**config.mk**
```make
export PLATFORM = sky130hd
export DESIGN_NAME = flash_read_core
export DESIGN_NICKNAME = d
export VERILOG_FILES = /design/src/rtl/flash_read_pkg.sv /design/src/rtl/flash_read_core.sv /design/src/rtl/pin_sync.sv /design/src/rtl/wrap_addr.sv
export SDC_FILE = /design/constraint.sdc
export NUM_CORES = 1
export LEC_CHECK = 0
export BUFFER_PORTS_ARGS = -buffer_cell sky130_fd_sc_hd__buf_4
export CELL_PAD_IN_SITES_DETAIL_PLACEMENT = 0
export CELL_PAD_IN_SITES_GLOBAL_PLACEMENT = 1
export CORE_MARGIN = 2
export CORE_UTILIZATION = 30
export DETAILED_ROUTE_END_ITERATION = 10
export GPL_ROUTABILITY_DRIVEN = 0
export PLACE_DENSITY = 0.61
export SYNTH_ARGS = -nofsm -noshare
export SYNTH_HDL_FRONTEND = slang
export SYNTH_SLANG_ARGS = --single-unit
```
**constraint.sdc**
```tcl
create_clock -name clk_sys -period 3.8 [get_ports clk_sys]
set_input_delay 0.19 -clock clk_sys [delete_from_list [all_inputs] [get_ports clk_sys]]
set_output_delay 0.19 -clock clk_sys [all_outputs]
set_load 0.005 [all_outputs]
```
**src/rtl/flash_read_pkg.sv**
```systemverilog
// Constants of the flash read path
package flash_read_pkg;
    // ------------------------------------------------------------
    // Opcodes
    // ------------------------------------------------------------
    localparam logic [7:0] OP_FAST_READ   = 8'h0b;
    localparam logic [7:0] OP_DUAL_OUT    = 8'h3b;
    localparam logic [7:0] OP_DUAL_IO     = 8'hbb;
    localparam logic [7:0] OP_QUAD_OUT    = 8'h6b;
    localparam logic [7:0] OP_QUAD_IO     = 8'heb;
    localparam logic [7:0] OP_QUAD_WORD   = 8'he7;
    localparam logic [7:0] OP_QUAD_OCTAL  = 8'he3;
    localparam logic [7:0] OP_SET_WRAP    = 8'h77;

    // ------------------------------------------------------------
    // Widths and counts
    // ------------------------------------------------------------
    localparam int ADDR_W = 24;
    localparam logic [7:0] CMD_BITS       = 8'd8;
    localparam logic [7:0] ADDR_BITS      = 8'd24;
    localparam logic [7:0] WRAP_DUMMY_BITS = 8'd24;
    localparam logic [7:0] WRAP_DATA_BITS  = 8'd8;
    localparam logic [7:0] DUMMY_SINGLE   = 8'd8;
    localparam logic [7:0] DUMMY_DUAL_OUT = 8'd8;
    localparam logic [7:0] DUMMY_DUAL_IO  = 8'd4;
    localparam logic [7:0] DUMMY_QUAD_OUT = 8'd8;
    localparam logic [7:0] DUMMY_QUAD_IO  = 8'd6;
    localparam logic [7:0] DUMMY_WORD     = 8'd2;
    localparam logic [7:0] DUMMY_OCTAL    = 8'd0;

    // Wrap field positions in the wrap byte
    localparam int WRAP_DIS_POS = 4;
    localparam int WRAP_LEN_LO  = 5;
    localparam logic [2:0] WRAP_RESET = 3'h1;   // disable bit 1, length 00

    // ------------------------------------------------------------
    // Types
    // ------------------------------------------------------------
    typedef enum logic [2:0] {
        ST_IDLE  = 3'b000,
        ST_CMD   = 3'b001,
        ST_ADDR  = 3'b010,
        ST_DUMMY = 3'b011,
        ST_DATA  = 3'b100,
        ST_WRAP  = 3'b101,
        ST_SKIP  = 3'b110
    } phase_t;

    typedef enum logic [1:0] {
        LANE_1 = 2'b00,
        LANE_2 = 2'b01,
        LANE_4 = 2'b10
    } lanes_t;

    // Bits carried per clock for a lane mode
    function automatic logic [7:0] lane_bits(input lanes_t l);
        case (l)
            LANE_2:  lane_bits = 8'd2;
            LANE_4:  lane_bits = 8'd4;
            default: lane_bits = 8'd1;
        endcase
    endfunction
endpackage

```
**src/rtl/flash_read_core.sv**
```systemverilog
// Device-side multi-lane read path of a serial flash
//
// Behaviour
// RQ1 - Dual output read: fast read with data on two lanes.
// RQ2 - Dual output read: eight dummy clocks, input ignored.
// RQ3 - Host releases IO0 before first dual output data.
// RQ4 - Dual I/O read: address and data two bits per clock.
// RQ5 - Dual I/O: address on rise, data on fall, address steps.
// RQ6 - Quad output read: four lanes, needs quad enable.
// RQ7 - Quad output read: eight dummy clocks, input ignored.
// RQ8 - Host releases four lanes before quad output data.
// RQ9 - Quad I/O read: address and data four bits per clock.
// RQ10 - Quad I/O read has six dummy clocks before data.
// RQ11 - Quad I/O read refused unless quad enable is set.
// RQ12 - Quad I/O: address on rise, data on fall, address steps.
// RQ13 - Chip select high ends a read; lanes released.
// RQ14 - Later quad I/O frame may omit the opcode.
// RQ15 - Word read: A0 zero, two dummies, quad enable.
// RQ16 - Wrap on: word reads loop in the page section.
// RQ17 - Octal word read: low four bits zero, no dummies.
// RQ18 - Set wrap: opcode, 24 dummy bits, 8 wrap bits.
// RQ19 - Wrap disable bit: 0 wraps, 1 (default) linear.
// RQ20 - Wrap length bits pick 8, 16, 32 or 64 bytes.
// RQ21 - Wrap settings hold for later quad I/O reads.
// RQ22 - Host leaves wrap by writing disable bit one.
// RQ23 - Array reads refused during a write cycle; opcode-less quad I/O frames skip the write_busy check.
// RQ24 - Fast read: opcode, 3 address bytes, dummy byte.
// RQ25 - Wrap only for quad I/O reads; others linear.
`timescale 1ns/10ps
`default_nettype none
module flash_read_core
    import flash_read_pkg::*;
(
    input  wire logic                      clk_sys,
    input  wire logic                      srst,
    input  wire logic                      cs_n,
    input  wire logic                      sclk,
    input  wire logic [3:0]                io_in,
    output var  logic [3:0]                io_out,
    output var  logic [3:0]                io_oe,
    input  wire logic                      quad_enable_bit,
    input  wire logic                      write_busy,
    output var  logic [flash_read_pkg::ADDR_W-1:0] mem_addr,
    input  wire logic [7:0]                mem_data,
    output var  logic                      cmd_rejected,
    output var  logic                      wrap_disable_bit,
    output var  logic [1:0]                wrap_length_bits,
    output var  logic                      read_active
);
    // ------------------------------------------------------------
    // Pin synchronisation and edge detection
    // ------------------------------------------------------------
    logic [5:0] pins_s;
    logic       sclk_d;
    logic       cs_d;
    logic       sclk_s;
    logic       cs_s;
    logic [3:0] io_s;
    logic       rise;
    logic       fall;
    logic       cs_fall;

    pin_sync #(.W(6)) u_sync (
        .clk_sys   (clk_sys),
        .srst      (srst),
        .async_in  ({cs_n, sclk, io_in}),
        .reset_val (6'h20),
        .sync_out  (pins_s)
    );

    assign cs_s = pins_s[5];
    assign sclk_s = pins_s[4];
    assign io_s = pins_s[3:0];

    always_ff @(posedge clk_sys) begin
        if (srst) begin
            sclk_d <= 1'b0;
            cs_d   <= 1'b1;
        end else begin
            sclk_d <= sclk_s;
            cs_d   <= cs_s;
        end
    end

    assign rise    = !cs_s && sclk_s && !sclk_d;
    assign fall    = !cs_s && !sclk_s && sclk_d;
    assign cs_fall = cs_d && !cs_s;

    // ------------------------------------------------------------
    // Command state
    // ------------------------------------------------------------
    phase_t            phase;
    lanes_t            addr_lanes;
    lanes_t            data_lanes;
    logic [7:0]        bit_cnt;
    logic [7:0]        dummy_len;
    logic [7:0]        shift_in;
    logic [ADDR_W-1:0] addr_sr;
    logic              wrap_cmd;     // Current read honours wrap
    logic              quad_io_seen; // Opcode may be skipped next frame
    logic              first_byte;

    logic [7:0]        out_sr;
    logic [7:0]        out_left;
    logic [ADDR_W-1:0] next_addr;

    logic [7:0]        in_step;
    logic [7:0]        cmd_byte;

    assign in_step  = lane_bits((phase == ST_CMD || phase == ST_WRAP) ? LANE_1 : addr_lanes);
    assign cmd_byte = {shift_in[6:0], io_s[0]};

    wrap_addr u_wrap (
        .cur_addr  (mem_addr),
        .wrap_on   (wrap_cmd && !wrap_disable_bit),
        .wrap_len  (wrap_length_bits),
        .next_addr (next_addr)
    );

    // Shift in bits on the rising edge, lane count by phase
    function automatic logic [7:0] shift_lanes(input logic [7:0] sr, input logic [3:0] d, input lanes_t l);
        case (l)
            LANE_2:  shift_lanes = {sr[5:0], d[1:0]};
            LANE_4:  shift_lanes = {sr[3:0], d};
            default: shift_lanes = {sr[6:0], d[0]};
        endcase
    endfunction

    always_ff @(posedge clk_sys) begin
        if (srst) begin
            phase        <= ST_IDLE;
            addr_lanes   <= LANE_1;
            data_lanes   <= LANE_1;
            bit_cnt      <= 8'h00;
            dummy_len    <= 8'h00;
            shift_in     <= 8'h00;
            addr_sr      <= '0;
            wrap_cmd     <= 1'b0;
            cmd_rejected <= 1'b0;

        end else if (cs_s) begin
            phase    <= ST_IDLE;                         // see RQ13
            bit_cnt  <= 8'h00;

        end else if (cs_fall || phase == ST_IDLE) begin
            bit_cnt      <= 8'h00;
            cmd_rejected <= 1'b0;
            if (quad_io_seen && quad_enable_bit) begin
                // Opcode-less random access continues the quad I/O read
                phase      <= ST_ADDR;                   // see RQ14
                addr_lanes <= LANE_4;
                data_lanes <= LANE_4;
                dummy_len  <= DUMMY_QUAD_IO;
                wrap_cmd   <= 1'b1;
            end else begin
                phase <= ST_CMD;
            end

        end else if (rise) begin
            shift_in <= shift_lanes(shift_in, io_s,
                                    (phase == ST_CMD || phase == ST_WRAP) ? LANE_1 : addr_lanes);
            bit_cnt  <= bit_cnt + in_step;
            case (phase)
                ST_CMD: begin
                    if (bit_cnt + 8'd1 == CMD_BITS) begin
                        bit_cnt  <= 8'h00;
                        wrap_cmd <= 1'b0;                // see RQ25
                        phase    <= ST_ADDR;
                        case (cmd_byte)
                            OP_FAST_READ: begin          // see RQ24
                                addr_lanes <= LANE_1;
                                data_lanes <= LANE_1;
                                dummy_len  <= DUMMY_SINGLE;
                            end

                            OP_DUAL_OUT: begin           // see RQ1
                                addr_lanes <= LANE_1;
                                data_lanes <= LANE_2;
                                dummy_len  <= DUMMY_DUAL_OUT; // see RQ2
                            end

                            OP_DUAL_IO: begin            // see RQ4
                                addr_lanes <= LANE_2;
                                data_lanes <= LANE_2;
                                dummy_len  <= DUMMY_DUAL_IO;
                            end

                            OP_QUAD_OUT: begin           // see RQ6
                                addr_lanes <= LANE_1;
                                data_lanes <= LANE_4;
                                dummy_len  <= DUMMY_QUAD_OUT; // see RQ7
                            end

                            OP_QUAD_IO, OP_QUAD_WORD, OP_QUAD_OCTAL: begin // see RQ9
                                addr_lanes <= LANE_4;
                                data_lanes <= LANE_4;
                                wrap_cmd   <= 1'b1;      // see RQ21
                                if (cmd_byte == OP_QUAD_WORD)
                                    dummy_len <= DUMMY_WORD;   // see RQ15
                                else if (cmd_byte == OP_QUAD_OCTAL)
                                    dummy_len <= DUMMY_OCTAL;  // see RQ17
                                else
                                    dummy_len <= DUMMY_QUAD_IO; // see RQ10
                            end

                            OP_SET_WRAP: begin           // see RQ18
                                addr_lanes <= LANE_1;
                                phase      <= ST_WRAP;
                            end

                            default: phase <= ST_SKIP;
                        endcase

                        // Quad commands need quad enable; array reads refused while write busy
                        if ((!quad_enable_bit && (cmd_byte == OP_QUAD_OUT || cmd_byte == OP_QUAD_IO
                             || cmd_byte == OP_QUAD_WORD || cmd_byte == OP_QUAD_OCTAL))  // see RQ11
                            || (write_busy && cmd_byte != OP_SET_WRAP)) begin           // see RQ23
                            phase        <= ST_SKIP;
                            cmd_rejected <= 1'b1;
                        end
                    end
                end

                ST_ADDR: begin                           // see RQ5
                    addr_sr <= (addr_lanes == LANE_4) ? {addr_sr[ADDR_W-5:0], io_s}
                             : (addr_lanes == LANE_2) ? {addr_sr[ADDR_W-3:0], io_s[1:0]}
                             : {addr_sr[ADDR_W-2:0], io_s[0]};
                    if (bit_cnt + in_step == ADDR_BITS) begin
                        bit_cnt <= 8'h00;
                        phase   <= (dummy_len == 8'h00) ? ST_DATA : ST_DUMMY;
                    end
                end

                ST_DUMMY: begin
                    // Dummy clocks counted per clock, lane input ignored
                    bit_cnt <= bit_cnt + 8'd1;
                    if (bit_cnt + 8'd1 == dummy_len) begin
                        bit_cnt <= 8'h00;
                        phase   <= ST_DATA;
                    end
                end

                ST_WRAP: begin
                    if (bit_cnt + 8'd1 == WRAP_DUMMY_BITS + WRAP_DATA_BITS) begin
                        phase <= ST_SKIP;                // Awaits chip select rise
                    end
                end

                default: ;
            endcase
        end
    end

    // ------------------------------------------------------------
    // Wrap settings, held across frames
    // ------------------------------------------------------------
    always_ff @(posedge clk_sys) begin
        if (srst) begin
            wrap_disable_bit <= WRAP_RESET[0];           // see RQ19
            wrap_length_bits <= WRAP_RESET[2:1];

        end else if (rise && phase == ST_WRAP
                     && bit_cnt + 8'd1 == WRAP_DUMMY_BITS + WRAP_DATA_BITS) begin
            wrap_disable_bit <= cmd_byte[WRAP_DIS_POS];  // see RQ22
            wrap_length_bits <= cmd_byte[WRAP_LEN_LO +: 2]; // see RQ20
        end
    end

    // ------------------------------------------------------------
    // Remember quad I/O for opcode-less follow-up frames
    // ------------------------------------------------------------
    // Limitation: no mode byte exists, so any quad I/O read arms it at its first data falling edge
    always_ff @(posedge clk_sys) begin
        if (srst)
            quad_io_seen <= 1'b0;
        else if (phase == ST_DATA && wrap_cmd && !first_byte)
            quad_io_seen <= 1'b1;                        // see RQ14

        else if (phase == ST_CMD && rise)
            quad_io_seen <= 1'b0;
    end

    // ------------------------------------------------------------
    // Data output on falling edges
    // ------------------------------------------------------------
    always_ff @(posedge clk_sys) begin
        if (srst) begin
            mem_addr    <= '0;
            first_byte  <= 1'b1;
            out_sr      <= 8'h00;
            out_left    <= 8'h00;
            io_out      <= 4'h0;
            io_oe       <= 4'h0;
            read_active <= 1'b0;

        end else if (phase != ST_DATA) begin
            io_oe       <= 4'h0;                         // see RQ13
            read_active <= 1'b0;
            first_byte  <= 1'b1;
            out_left    <= 8'h00;
            if (phase == ST_ADDR || phase == ST_DUMMY)
                mem_addr <= addr_sr;
        end else begin
            read_active <= 1'b1;

            if (first_byte && !fall)
                mem_addr <= addr_sr;

            if (fall) begin
                // Byte start loads this address, then steps it
                if (out_left == 8'h00) begin
                    mem_addr   <= next_addr;             // see RQ16
                    first_byte <= 1'b0;
                end

                case (data_lanes)
                    LANE_4: begin                        // see RQ12
                        io_oe  <= 4'hf;
                        io_out <= (out_left == 8'h00) ? mem_data[7:4] : out_sr[7:4];
                        out_sr <= (out_left == 8'h00) ? {mem_data[3:0], 4'h0} : {out_sr[3:0], 4'h0};
                        out_left <= (out_left == 8'h00) ? 8'd4 : out_left - 8'd4;
                    end

                    LANE_2: begin                        // see RQ1
                        io_oe  <= 4'h3;
                        io_out <= {2'b00, (out_left == 8'h00) ? mem_data[7:6] : out_sr[7:6]};
                        out_sr <= (out_left == 8'h00) ? {mem_data[5:0], 2'b00} : {out_sr[5:0], 2'b00};
                        out_left <= (out_left == 8'h00) ? 8'd6 : out_left - 8'd2;
                    end

                    default: begin
                        io_oe  <= 4'h2;
                        io_out <= {2'b00, (out_left == 8'h00) ? mem_data[7] : out_sr[7], 1'b0};
                        out_sr <= (out_left == 8'h00) ? {mem_data[6:0], 1'b0} : {out_sr[6:0], 1'b0};
                        out_left <= (out_left == 8'h00) ? 8'd7 : out_left - 8'd1;
                    end
                endcase
            end
        end
    end
endmodule // flash_read_core
`default_nettype wire

```
**src/rtl/pin_sync.sv**
```systemverilog
// Two-flop synchroniser for a group of asynchronous pins
`timescale 1ns/10ps
`default_nettype none
module pin_sync #(
    parameter int W = 1
) (
    input  wire logic         clk_sys,
    input  wire logic         srst,
    input  wire logic [W-1:0] async_in,
    input  wire logic [W-1:0] reset_val,
    output var  logic [W-1:0] sync_out
);
    logic [W-1:0] meta;

    always_ff @(posedge clk_sys) begin
        if (srst) begin
            meta     <= reset_val;
            sync_out <= reset_val;
        end else begin
            meta     <= async_in;
            sync_out <= meta;
        end
    end
endmodule // pin_sync
`default_nettype wire

```
**src/rtl/wrap_addr.sv**
```systemverilog
// Next-address calculation with optional section wrap
`timescale 1ns/10ps
`default_nettype none
module wrap_addr
    import flash_read_pkg::*;
(
    input  wire logic [ADDR_W-1:0] cur_addr,
    input  wire logic              wrap_on,
    input  wire logic [1:0]        wrap_len,
    output var  logic [ADDR_W-1:0] next_addr
);
    logic [ADDR_W-1:0] lin;
    logic [ADDR_W-1:0] mask;

    always_comb begin
        lin = cur_addr + 24'h000001;   // Rolls over to zero at the top
        case (wrap_len)
            2'b00:   mask = 24'h000007;
            2'b01:   mask = 24'h00000f;
            2'b10:   mask = 24'h00001f;
            default: mask = 24'h00003f;
        endcase
        if (wrap_on)
            next_addr = (cur_addr & ~mask) | (lin & mask);
        else
            next_addr = lin;
    end
endmodule // wrap_addr
`default_nettype wire

```
==> out/results.txt <==
Tcrit/Tclk final: 0.916
Reg clk slew, reported paths: 60 ps
Sequential share of the synthesized area: 0.318
Slew margin rel.: 0.498
Grt ovf: 0
Largest net degree at the start of global routing: 58
PortBufs: 54
Final min period: 3480 ps
Number of routed nets with antenna violations: 0
Gate Count Post-Synth: 980
Slew @ Worst Pin: 752 ps
GRT Util Overall: 0.186
Final Max Tran Viols: 0
Synth async-reset ratio: 0
Root Driver: clkbuf_16
TritonCTS clock tree: done
Die X: 161 um
Commonest non-fill, non-tap cell in the layout: nor2_1
Leakage power: 3.00 nW
Final clock skew: 11.8 ps
Die Y: 161 um
DP HPWL: 16600 um
Dpl cells: 1304
Drt drc: 0
Final non-filler cell total: 1342
Post CTS Setup Buffer Count: 0
Critical path data arrival time: 3780 ps
Crit start category: flop
Setup crit end kind: flop
Via count: 7306
Post-Syn Area per Cell: 7.52 um^2
Setup violators final: 0
WL per Instance: 17.7 um
Initial core utilization: 0.304
Peak supply drop: 0.202 mV
Ys flop type: dfxtp_1
Maximum level of the CTS H-tree: 4
Syn-to-layout area delta: 18.3%
Num CTS Buffers: 17
I/O Pins: 55
Ys Warns: 0
Diodes inserted: 0
Area of the core: 24200 um^2
Rows: 57
Most frequent cells in the layout: nor2_1, dfxtp_1, nand2_1
Status: completed
Required time at the worst-slack endpoint: 4100 ps
Worst-path cell chain: nor2b_1 > nor2_1 > ha_1 > ha_1 > inv_1 > fa_1 > nor2b_1 > or3_1 > nand4_1 > a211o_1 > o21ai_0 > o221a_2 > nor2_1
Final Hold Viols: 0
Setup Crit Path Kind: flop to flop
Fmax: 287 MHz
First-pass GRT wire length: 38500 um
Drt first pass iters: 5
Max-cap check violation count: 0
Worst skew pair latency: 430 ps
Mapped Area: 7370 um^2
Nets@finish: 1036
Number of synthesized flops with an enable pin: 0
Share of cells above drive strength 1: 0.136
CTS sink count: 117
Syn nets: 1011
Hold Crit Class: primary input to flop
Unrepaired setup endpoints after global routing: no
Crit Path Max Fanout: 9
Initial antenna violation count: 0
Power per cell area: 341 nW/um^2
Yosys reg bits: 117
Hold slack final: 76.9 ps
CP max-delay cell: ha_1
Max incr delay on CP: 460 ps
Vias in the first global route: 6999
CTS Buffer Depth: 2
Routed WL: 23700 um
Library cells used by synthesis: 75
Post-layout util: 0.360
Final setup TNS: 0 ps
1st-iter DRT viols: 585
Die ar.: 25800 um^2
Avg Vias per Cell: 5.44
## cells in the mapped netlist (all sizes together) (7+ instances only)
cell | number | area (um^2)
o22ai | 8 | 50.1
nand4 | 11 | 68.8
xnor2 | 12 | 105
a22oi | 11 | 82.6
o211ai | 14 | 105
and2 | 7 | 43.8
a211oi | 24 | 180
clkbuf | 69 | 259
nand2b | 23 | 144
a31oi | 12 | 75.1
nand2 | 82 | 308
or2 | 10 | 62.6
a311o | 16 | 160
mux2i | 30 | 300
a311oi | 8 | 70.1
o31ai | 8 | 60.1
nor3 | 26 | 130
dfxtp | 117 | 2340
o21ai | 75 | 379
ha | 12 | 150
nor2b | 20 | 125
buf | 9 | 55.1
inv | 25 | 93.8
or3 | 8 | 50.1
and3 | 10 | 62.6
a21oi | 53 | 265
xor2 | 8 | 70.1
nor2 | 148 | 556
nand3 | 28 | 140
a221oi | 8 | 76.3
## critical path, delay by kind of cell, from the launching register on
kind	cells	cell delay (ps)
adder cells (fa/ha/maj)	3	1090
AO/OA/AOI/OAI	3	1010
AND/OR/NAND/NOR	6	770
flip-flops	1	450
buffers and inverters	1	60
## worst paths after layout
kind,start,to,slack [ps],depth (start not counted)
min reg2reg,u_sync.meta[5]$_SDFF_PP1_,u_sync.sync_out[5]$_SDFF_PP1_,420,1
min,mem_data[0],out_sr[1]$_SDFFE_PP0P_,80,3
max reg2reg,phase[0]$_SDFFE_PP0P_,bit_cnt[5]$_SDFFE_PP0P_,320,13
max,phase[0]$_SDFFE_PP0P_,bit_cnt[5]$_SDFFE_PP0P_,320,13
## layer usage
layer / global-route usage / routed length [um] / vias up
li1: - / - / 3632
met1: 0.255 / 11600 / 3509
met2: 0.301 / 11000 / 147
met3: 0.0356 / 944 / 18
met4: 0.0455 / 253 / 0
met5: 0 / 0 / -
## flip-flops by register name, summed over array words and instances, names as in the netlist, 2 cells and up, named ones only
name and flops:
io_out 4, bit_cnt 8, mem_addr 21, io_oe 3
u_sync.meta 6, shift_in 7, phase 3, out_left 8
out_sr 7, addr_lanes 2, data_lanes 2, addr_sr 24
wrap_length_bits 2, dummy_len 3, u_sync.sync_out 6
## where the power goes
part           internal (W)  switching, W
clock network      0.000982      0.000672
logic             0.0000331     0.0000436
registers           0.00123    0.00000606
total               0.00225      0.000721
## repair_timing
item                      in CTS  in global routing
hold buffers                   6                  0
gates resized for setup        0                  0
hold endpoints to repair       6                  0
## per-stage QoR
step | cell area, um^2 | worst slack, ps | total power (W)
after floorplan | 7370 | 631 | 0.00131
after global placement | 8060 | 438 | 0.00134
after detailed placement | 8060 | 319 | 0.00134
after CTS | 8720 | 314 | 0.00301
after global routing | 8720 | 5.30 | 0.00307
final | 8720 | 319 | 0.00297
## layout make-up
| cell class | count | area (um^2) |
|---|---|---|
| inverters | 25 | 93.8 |
| multi-input cells | 760 | 4640 |
| repair buffers | 84 | 646 |
| flip-flops and latches | 117 | 2340 |
| well taps | 324 | 405 |
| clock buffers | 17 | 425 |
| clock inverters | 15 | 171 |
| fillers | 2608 | 15500 |
## cells by family after synthesis
family | share of synthesized area
AO/OA/AOI/OAI | 0.268
flip-flops | 0.318
XOR/XNOR | 0.0268
AND/OR/NAND/NOR | 0.263
multiplexers | 0.0453
buffers and inverters | 0.0553
adder cells (fa/ha/maj) | 0.0231
No activity file was read; power rests on OpenSTA's default activity.
